`src/eiep_pkg.sv`:
```
package eiep_pkg;

    // ------------------------------------------------------------
    // register map
    // ------------------------------------------------------------
    localparam logic [7:0] ADDR_ENABLE_ONE   = 8'hE6;
    localparam logic [7:0] ADDR_ENABLE_TWO   = 8'hE7;
    localparam logic [7:0] ADDR_PRIORITY_ONE = 8'hE8;
    localparam logic [7:0] ADDR_EVT_STATUS   = 8'hE9;
    localparam logic [7:0] ADDR_EVT_MASK     = 8'hEA;

    // ------------------------------------------------------------
    // field layout and reset values
    // ------------------------------------------------------------
    localparam int BIT_TIMER3      = 7;
    localparam int BIT_COMPARATOR1 = 6;
    localparam int BIT_COMPARATOR0 = 5;
    localparam int BIT_COUNTER_ARR = 4;
    localparam int BIT_CONV_DONE   = 3;
    localparam int BIT_WINDOW_CMP  = 2;
    localparam int BIT_SMBUS       = 0;
    localparam int BIT_PORT_MATCH  = 1;

    localparam logic [7:0] ONE_WRITABLE   = 8'hFD;
    localparam logic [7:0] TWO_WRITABLE   = 8'h02;
    localparam logic [7:0] RESET_ENABLE   = 8'h00;
    localparam logic [7:0] RESET_PRIORITY = 8'h00;
    localparam logic [7:0] RESET_EVT      = 8'h00;

    // event status bits: request rose, high-priority request rose
    localparam int EVT_ANY_RISE   = 0;
    localparam int EVT_HIGH_RISE  = 1;
    localparam logic [7:0] EVT_WRITABLE = 8'h03;

    localparam int NUM_SRC = 8;

    // ------------------------------------------------------------
    // carriers
    // ------------------------------------------------------------
    typedef struct packed {
        logic [7:0] addr;
        logic [7:0] wdata;
        logic       wr;
        logic       rd;
    } eiep_bus_req_t;

    typedef struct packed {
        logic timer3_low_overflow_flag;
        logic timer3_high_overflow_flag;
        logic comparator1_rise_flag;
        logic comparator1_fall_flag;
        logic comparator0_rise_flag;
        logic comparator0_fall_flag;
        logic counter_array_flag;
        logic conv_done_flag;
        logic window_cmp_flag;
        logic smbus_flag;
        logic port_match_flag;
    } eiep_flags_t;

endpackage

```
`src/eiep_top.sv`:
```
// The address-and-strobe port was chosen for this implementation.
`timescale 1ns/10ps
// Overview of operation
// - enable bit7 gates timer3 low/high overflow
// - enable bit6 gates comparator1 rise/fall flags
// - enable bit5 gates comparator0 rise/fall flags
// - enable bit4 gates counter array requests
// - enable bit3 gates conversion complete flag
// - enable bit2 gates window compare flag
// - enable one bit1 reads zero, ignores writes
// - enable bit0 gates SMBus requests
// - enable one resets to all zeros
// - enable two bit1 gates port match
// - enable two other bits read zero
// - priority bit set means high priority
module eiep_top
    import eiep_pkg::*;
(
    input  wire logic               mclk,
    input  wire logic               rst_b,
    input  wire eiep_bus_req_t      bus_req,
    output logic [7:0]              bus_rdata,
    input  wire eiep_flags_t        flags,
    output logic [NUM_SRC-1:0]      irq_req,
    output logic [NUM_SRC-1:0]      irq_high,
    output logic                    any_req_high,
    output logic                    any_req_low,
    output logic                    irq_out
);

    logic [7:0]         enable_one_r;
    logic [7:0]         enable_two_r;
    logic [7:0]         priority_one_r;
    logic [7:0]         evt_status_r;
    logic [7:0]         evt_mask_r;
    logic [NUM_SRC-1:0] pending;
    logic [NUM_SRC-1:0] enables;
    logic [NUM_SRC-1:0] prios;
    logic [NUM_SRC-1:0] req_nxt;
    logic [NUM_SRC-1:0] high_nxt;
    logic               any_prev_r;
    logic               high_prev_r;
    logic               any_now;
    logic               high_now;
    logic [7:0]         evt_set;
    logic [7:0]         evt_clr;
    logic [7:0]         rdata_nxt;
    logic               timer3_irq_en;
    logic               comparator1_irq_en;
    logic               comparator0_irq_en;
    logic               counter_array_irq_en;
    logic               conv_done_irq_en;
    logic               window_cmp_irq_en;
    logic               smbus_irq_en;
    logic               port_match_irq_en;
    logic               timer3_irq_prio;
    logic               comparator1_irq_prio;
    logic               comparator0_irq_prio;
    logic               counter_array_irq_prio;
    logic               conv_done_irq_prio;
    logic               window_cmp_irq_prio;
    logic               smbus_irq_prio;

    function automatic logic is_wr(input eiep_bus_req_t r,
                                   input logic [7:0] a);
        is_wr = r.wr && (r.addr == a);
    endfunction

    // unused bits never latch, so they read back as zero
    function automatic logic [7:0] wr_bits(input logic [7:0] d,
                                           input logic [7:0] keep);
        wr_bits = d & keep;
    endfunction

    // ------------------------------------------------------------
    // register writes
    // ------------------------------------------------------------
    always_ff @(posedge mclk)
    begin
        if (!rst_b)
        begin
            enable_one_r <= RESET_ENABLE;
        end
        else if (is_wr(bus_req, ADDR_ENABLE_ONE))
        begin
            enable_one_r <= wr_bits(bus_req.wdata, ONE_WRITABLE);
        end
    end

    always_ff @(posedge mclk)
    begin
        if (!rst_b)
        begin
            enable_two_r <= RESET_ENABLE;
        end
        else if (is_wr(bus_req, ADDR_ENABLE_TWO))
        begin
            enable_two_r <= wr_bits(bus_req.wdata, TWO_WRITABLE);
        end
    end

    always_ff @(posedge mclk)
    begin
        if (!rst_b)
        begin
            priority_one_r <= RESET_PRIORITY;
        end
        else if (is_wr(bus_req, ADDR_PRIORITY_ONE))
        begin
            priority_one_r <= wr_bits(bus_req.wdata, ONE_WRITABLE);
        end
    end

    always_ff @(posedge mclk)
    begin
        if (!rst_b)
        begin
            evt_mask_r <= RESET_EVT;
        end
        else if (is_wr(bus_req, ADDR_EVT_MASK))
        begin
            evt_mask_r <= wr_bits(bus_req.wdata, EVT_WRITABLE);
        end
    end

    // ------------------------------------------------------------
    // named fields
    // ------------------------------------------------------------
    assign timer3_irq_en          = enable_one_r[BIT_TIMER3];
    assign comparator1_irq_en     = enable_one_r[BIT_COMPARATOR1];
    assign comparator0_irq_en     = enable_one_r[BIT_COMPARATOR0];
    assign counter_array_irq_en   = enable_one_r[BIT_COUNTER_ARR];
    assign conv_done_irq_en       = enable_one_r[BIT_CONV_DONE];
    assign window_cmp_irq_en      = enable_one_r[BIT_WINDOW_CMP];
    assign smbus_irq_en           = enable_one_r[BIT_SMBUS];
    assign port_match_irq_en      = enable_two_r[BIT_PORT_MATCH];
    assign timer3_irq_prio        = priority_one_r[BIT_TIMER3];
    assign comparator1_irq_prio   = priority_one_r[BIT_COMPARATOR1];
    assign comparator0_irq_prio   = priority_one_r[BIT_COMPARATOR0];
    assign counter_array_irq_prio = priority_one_r[BIT_COUNTER_ARR];
    assign conv_done_irq_prio     = priority_one_r[BIT_CONV_DONE];
    assign window_cmp_irq_prio    = priority_one_r[BIT_WINDOW_CMP];
    assign smbus_irq_prio         = priority_one_r[BIT_SMBUS];

    // ------------------------------------------------------------
    // source gating
    // ------------------------------------------------------------
    always_comb
    begin
        pending = '0;
        pending[BIT_TIMER3] = flags.timer3_low_overflow_flag
                            | flags.timer3_high_overflow_flag;
        pending[BIT_COMPARATOR1] = flags.comparator1_rise_flag
                                 | flags.comparator1_fall_flag;
        pending[BIT_COMPARATOR0] = flags.comparator0_rise_flag
                                 | flags.comparator0_fall_flag;
        pending[BIT_COUNTER_ARR] = flags.counter_array_flag;
        pending[BIT_CONV_DONE]   = flags.conv_done_flag;
        pending[BIT_WINDOW_CMP]  = flags.window_cmp_flag;
        pending[BIT_SMBUS]       = flags.smbus_flag;
        // slot 1 is free in the first bank, so port match reuses it
        pending[BIT_PORT_MATCH]  = flags.port_match_flag;
        enables = '0;
        enables[BIT_TIMER3]      = timer3_irq_en;
        enables[BIT_COMPARATOR1] = comparator1_irq_en;
        enables[BIT_COMPARATOR0] = comparator0_irq_en;
        enables[BIT_COUNTER_ARR] = counter_array_irq_en;
        enables[BIT_CONV_DONE]   = conv_done_irq_en;
        enables[BIT_WINDOW_CMP]  = window_cmp_irq_en;
        enables[BIT_SMBUS]       = smbus_irq_en;
        enables[BIT_PORT_MATCH]  = port_match_irq_en;
        // port match priority lives elsewhere; held low here
        prios = '0;
        prios[BIT_TIMER3]      = timer3_irq_prio;
        prios[BIT_COMPARATOR1] = comparator1_irq_prio;
        prios[BIT_COMPARATOR0] = comparator0_irq_prio;
        prios[BIT_COUNTER_ARR] = counter_array_irq_prio;
        prios[BIT_CONV_DONE]   = conv_done_irq_prio;
        prios[BIT_WINDOW_CMP]  = window_cmp_irq_prio;
        prios[BIT_SMBUS]       = smbus_irq_prio;
        req_nxt  = pending & enables;
        high_nxt = req_nxt & prios;
    end

    always_ff @(posedge mclk)
    begin
        if (!rst_b)
        begin
            irq_req <= '0;
        end
        else
        begin
            irq_req <= req_nxt;
        end
    end

    always_ff @(posedge mclk)
    begin
        if (!rst_b)
        begin
            irq_high <= '0;
        end
        else
        begin
            irq_high <= high_nxt;
        end
    end

    assign any_req_high = |irq_high;
    assign any_req_low  = |(irq_req & ~irq_high);

    // ------------------------------------------------------------
    // event status and interrupt
    // ------------------------------------------------------------
    assign any_now  = |irq_req;
    assign high_now = |irq_high;

    always_ff @(posedge mclk)
    begin
        if (!rst_b)
        begin
            any_prev_r <= 1'b0;
        end
        else
        begin
            any_prev_r <= any_now;
        end
    end

    always_ff @(posedge mclk)
    begin
        if (!rst_b)
        begin
            high_prev_r <= 1'b0;
        end
        else
        begin
            high_prev_r <= high_now;
        end
    end

    always_comb
    begin
        evt_set = '0;
        evt_set[EVT_ANY_RISE]  = any_now && !any_prev_r;
        evt_set[EVT_HIGH_RISE] = high_now && !high_prev_r;
    end

    always_comb
    begin
        evt_clr = '0;
        if (is_wr(bus_req, ADDR_EVT_STATUS))
        begin
            evt_clr = bus_req.wdata;
        end
    end

    // set wins over a write-one clear in the same cycle
    always_ff @(posedge mclk)
    begin
        if (!rst_b)
        begin
            evt_status_r <= RESET_EVT;
        end
        else
        begin
            evt_status_r <= (evt_status_r & ~evt_clr) | evt_set;
        end
    end

    assign irq_out = |(evt_status_r & evt_mask_r);

    // ------------------------------------------------------------
    // read port
    // ------------------------------------------------------------
    always_comb
    begin
        rdata_nxt = 8'h00;
        if (bus_req.rd)
        begin
            case (bus_req.addr)
                ADDR_ENABLE_ONE:   rdata_nxt = enable_one_r;
                ADDR_ENABLE_TWO:   rdata_nxt = enable_two_r;
                ADDR_PRIORITY_ONE: rdata_nxt = priority_one_r;
                ADDR_EVT_STATUS:   rdata_nxt = evt_status_r;
                ADDR_EVT_MASK:     rdata_nxt = evt_mask_r;
                default:           rdata_nxt = 8'h00;
            endcase
        end
    end

    // read data stand one cycle only, so idle cycles read zero
    always_ff @(posedge mclk)
    begin
        if (!rst_b)
        begin
            bus_rdata <= 8'h00;
        end
        else
        begin
            bus_rdata <= rdata_nxt;
        end
    end

endmodule

```
`config.mk`:
```
export PLATFORM = sky130hd
export DESIGN_NAME = eiep_top
export DESIGN_NICKNAME = d
export VERILOG_FILES = /design/src/eiep_pkg.sv /design/src/eiep_top.sv
export SDC_FILE = /design/constraint.sdc
export NUM_CORES = 1
export LEC_CHECK = 0
export BUFFER_PORTS_ARGS = -buffer_cell sky130_fd_sc_hd__clkbuf_2
export CAP_MARGIN = 10
export CORE_MARGIN = 2
export CORE_UTILIZATION = 40
export DETAILED_ROUTE_END_ITERATION = 16
export PLACE_DENSITY = 0.74
export REMOVE_ABC_BUFFERS = 1
export SYNTH_ARGS = -nofsm -noshare
export SYNTH_HDL_FRONTEND = slang
export SYNTH_SLANG_ARGS = --single-unit
export TNS_END_PERCENT = 5
```
`constraint.sdc`:
```
create_clock -name mclk -period 4.25 [get_ports mclk]
set_clock_uncertainty 0.2 [all_clocks]
set_input_delay 0.425 -clock mclk [delete_from_list [all_inputs] [get_ports mclk]]
set_output_delay 0.425 -clock mclk [all_outputs]
set_load 0.05 [all_outputs]
```
# After elaboration in Yosys (flattened, before gate mapping)
# Cells that the tools add are included.
dict set report op_classes {
  eq_ne 5
  reduce_logical 14
  mux 2
  bitwise_logic 11
}
# cell n
set ops {}
lappend ops {{equality test 8 bit, second input constant} 5}
lappend ops {{case mux 8 bit (5 select lines)} 1}
lappend ops {{AND 8 bit} 4}
lappend ops {{OR reduction 8 bit} 4}
lappend ops {{NOT 8 bit} 2}
lappend ops {{AND 8 x 2 -> 8 bit} 1}
lappend ops {{2-to-1 mux 8 bit} 1}
lappend ops {{bitwise OR 8 x 2 -> 8 bit} 1}
lappend ops {{logical AND 1 bit} 7}
lappend ops {{bitwise OR 1 bit} 3}
lappend ops {{zero test 1 bit} 2}
lappend ops {{AND reduction 2 bit} 1}
dict set report totals {
  wordCells 42
  regBits 51
}

# Depth between registers and ports, before layout
dict set report logic_depth {
  depth_word 6
  depth_mapped 5
  mapped_depth_nobuf 4
}

# Worst setup path after synthesis
# Ideal clock, no wire load.
dict set report synth_timing {
  path_kind {register to output}
  start {register irq_high[5]}
  end {output port any_req_low}
  t_arrival_ns 1.504
  n_path_buf 0
  path_stages_with_launch 4
  path_slack_ns 2.121
  required_ns 3.625
  path_cell_list {dfxtp_1 -> o22ai_1 -> a221oi_1 -> nand4_1}
}
dict set report synth_between {
  elab_chain_len 3
}
# element line_no
set synth_lines {}
lappend synth_lines {{start: declaration} eiep_top.sv:25} ;# output logic [NUM_SRC-1:0] irq_high,
lappend synth_lines {{start signal: assignment} eiep_top.sv:205} ;# irq_high <= high_nxt;
lappend synth_lines {{NOT 8 bit} eiep_top.sv:210} ;# assign any_req_low = |(irq_req & ~irq_high);
lappend synth_lines {{AND 8 bit} eiep_top.sv:210}
lappend synth_lines {{OR reduction 8 bit} eiep_top.sv:210}
lappend synth_lines {{end: declaration} eiep_top.sv:27} ;# output logic any_req_low,
# No other way between the ends.

# Final worst setup path
dict set report layout_timing {
  start {register irq_high[4]}
  end {output port any_req_high}
}
dict set report layout_between {
  elab_chain_len 1
}
# element line_no
set layout_lines {}
lappend layout_lines {{OR reduction 8 bit} eiep_top.sv:209} ;# assign any_req_high = |irq_high;
lappend layout_lines {{end: declaration} eiep_top.sv:26} ;# output logic any_req_high,
# No other way between the ends.

==> results_dict.tcl <==
set metrics [dict create \
    worst-setup-path-type "reg2out" \
    path_cells "nor4_1, nand2_1, clkbuf_2" \
    place_ws_ns 2.19 \
    ioPinCount 58 \
    ys_async_sr_fraction_pct 0 \
    clkPwrFrac_pct 44.2 \
    cts_setup_buffers 0 \
    switchingPower_uw 180 \
    layout-drive-gt1-share_pct 29.6 \
    met1_usage_pct 23.6 \
    start_kind "register" \
    die_h_um 73.5 \
    finalMaxSlewViolations 0 \
    tightest_slew_ns 0.824 \
    fin_area_sq_mm 0.00238 \
    cp-end-kind "primary output" \
    worst_slack_ns 2.20 \
    ys_top_cells_by_area "dfxtp_1 52%, nand2_1 4.5%, mux2_2 4.1%, nand3_1 3.6%, o21ai_0 3.6%" \
    clk_latency_ns 0.31 \
    groute.layer.met3.usage_pct 4.53 \
    grt-ovfl-total 0 \
    p_comb_share_pct 4.6 \
    p_per_area_mw_per_mm2 385 \
    switching_share_pct 19.7 \
    utilization_pct 50.7 \
    yosys_most_used_dff "dfxtp_1" \
    clk_pin_slew_ns 0.09 \
    startpoint "irq_high[4]" \
    slowest_delay_ns 0.40 \
    regArea_sq_mm 0.00100 \
    synth_mux_area_share_pct 5.12 \
    rsz0062_at_grt "no" \
    synth_area_leader_cell "dfxtp_1" \
    synth_top_cell_area_share_pct 51.8 \
    die_area_sq_mm 0.00540 \
    globalRouteMet2Util_pct 25.5 \
    fin_nets 287 \
    required_ns 3.62 \
    crit_buf_inv 1 \
    vias 1624 \
    antenna_found_initial 0 \
    portBuffers 56 \
    initial_core_util_pct 41.2 \
    synth_cell_type_count 41 \
    synth_compound_area_share_pct 15.9 \
    peakVddDrop_v 0.000192 \
    syn_to_final_growth_pct 23.1 \
    cts_resized 0 \
    p_total_uw 916 \
    place_area_sq_mm 0.00223 \
    crit-reg2reg-launch "irq_high[4]" \
    worstPathArrival_ns 1.42 \
    cts_tree "yes" \
    run_status "completed" \
    antenna_left 0 \
    final_common_cell "clkbuf_2" \
    p_leak_nw 1.02 \
    rows 25 \
    synthAdderAreaFrac_pct 0 \
    clock.fmax_ghz 0.489 \
    synth_area_per_cell_sq_um 9.52 \
    fillCellCount 446 \
    grt_pass1_wl_um 7050 \
    critical_path.max_fanout 3 \
    drc 0 \
    ys_warn_count 0 \
    synth_edf_count 0 \
    grt_pass1_vias 1527 \
    setup_violations 0 \
    synth_top_family_by_area "simple AND/OR/NAND/NOR gates" \
    fin_crit_ns 2.05 \
    crit_slowest_cell "nor4_1" \
    hpwlAfterDp_um 3140 \
    synth_xor_area_share_pct 0 \
    synth-simple-area-share_pct 23.4 \
    min_period_over_period_pct 48.1 \
    finalSetupTns_ns 0 \
    grt_busiest_layer "met2" \
    core_area_sq_mm 0.00469 \
    drv_cap 0 \
    cts_buffer_depth 2 \
    routed_wl_um 4250 \
    first_pass_iters 4 \
    final_cell_mix "56 x clkbuf_2, 50 x dfxtp_1, 23 x nand2_1, 14 x nand3_1, 14 x o21ai_0" \
    cts_max_level 2 \
    n_antenna_cell 0 \
    die_w_um 73.5 \
    vias_per_cell 5.22 \
    clock-root-buffer "clkbuf_8" \
    globalRouteTotalUtil_pct 17.2 \
    gp_congestion 0.797 \
    grt_start_max_net_pins 45 \
    holdCritStartpoint "bus_req[4]" \
    avgRoutedWirePerCell_um 13.7 \
    syn_area_sq_mm 0.00193 \
    pwr-share-seq_pct 51.2 \
    clock_sinks 50 \
    intPower_uw 735 \
    syn_inst 203 \
    cts_hold_buffers 0 \
    multi_input_area_sq_um 863 \
    timing_hold_violations_final 0 \
    numCtsBuffers 5 \
    drtIter0Drc 92 \
    ys_ff_latch 50 \
    relSlewSlack_pct 45.0 \
    critPathTopFamily "simple AND/OR/NAND/NOR gates" \
    synth-seq-area-share_pct 51.8 \
    hold_path_class "in2reg" \
]
==> worst paths after layout <==
| path | endpoint | slack, ns | cells after the start |
|---|---|---|---|
| setup / recovery | any_req_high | 2.20 | 3 |
| hold / removal | evt_status_r[2] | 0.10 | 2 |
| setup reg to reg | evt_status_r[1] | 2.87 | 3 |
| hold reg to reg | evt_status_r[6] | 0.23 | 2 |
==> sequential cells by signal (all words and copies together), names as in the netlist <==
signal,flops
priority_one_r,7
irq_req,8
high_prev_r,1
irq_high,7
evt_mask_r,2
enable_two_r,1
evt_status_r,8
any_prev_r,1
enable_one_r,7
bus_rdata,8
==> routing by layer <==
metal  part of all wire, %  routed length [um]  vias up
met5                     0                   0        -
met3                   5.4                 231        7
met1                    48                2030      727
li1                      -                   -      830
met4                   1.8                  76        0
met2                    45                1910       60
==> cells in the mapped netlist (2+ instances only) <==
cell	n
and3_1	7
nor2_1	12
nand2b_1	2
mux2i_1	2
a21oi_1	8
nor2b_1	3
mux2_2	7
nor4_1	3
nand4b_1	2
clkbuf_1	5
nand3_1	14
o21ai_0	14
inv_1	6
buf_2	3
dfxtp_1	50
nand2_1	23
nand4_1	2
and2_1	9
a21boi_0	2
a22oi_1	7
a22o_1	2
==> power by group through the flow <==
stage                     combinational [mW]  sequential [mW]  clock [mW]
after floorplan                       0.0145            0.480           0
after global placement                0.0415            0.480           0
after detailed placement              0.0418            0.480           0
after CTS                             0.0420            0.468       0.412
after global routing                  0.0471            0.469       0.429
final                                 0.0421            0.468       0.405
==> logic make-up (layout without fill, tap and decap cells) <==
kind of cell | count (synthesis) | after routing
AND/OR/NAND/NOR | 83 | 83
other | 1 | 1
AO/OA/AOI/OAI | 44 | 44
flip-flops | 50 | 50
buffers and inverters | 16 | 70
multiplexers | 9 | 9
==> per-stage QoR <==
| step | instances | hold slack [ns] |
|---|---|---|
| final | 311 | 0.101 |
| after global routing | 311 | 0.0955 |
| after CTS | 311 | 0.0912 |
| after detailed placement | 303 | 0.221 |
| after global placement | 303 | 0.218 |
| after floorplan | 193 | 0.209 |
==> layout make-up <==
cell class,count,share of cell area (%)
clock buffer,6,3.47
clock inverter,2,2.53
inverter,6,0.947
multi-input combinational,137,36.3
sequential,50,42.1
tap,54,2.84
timing repair buffer,56,11.8
Power figures use the tool's default switching activity.
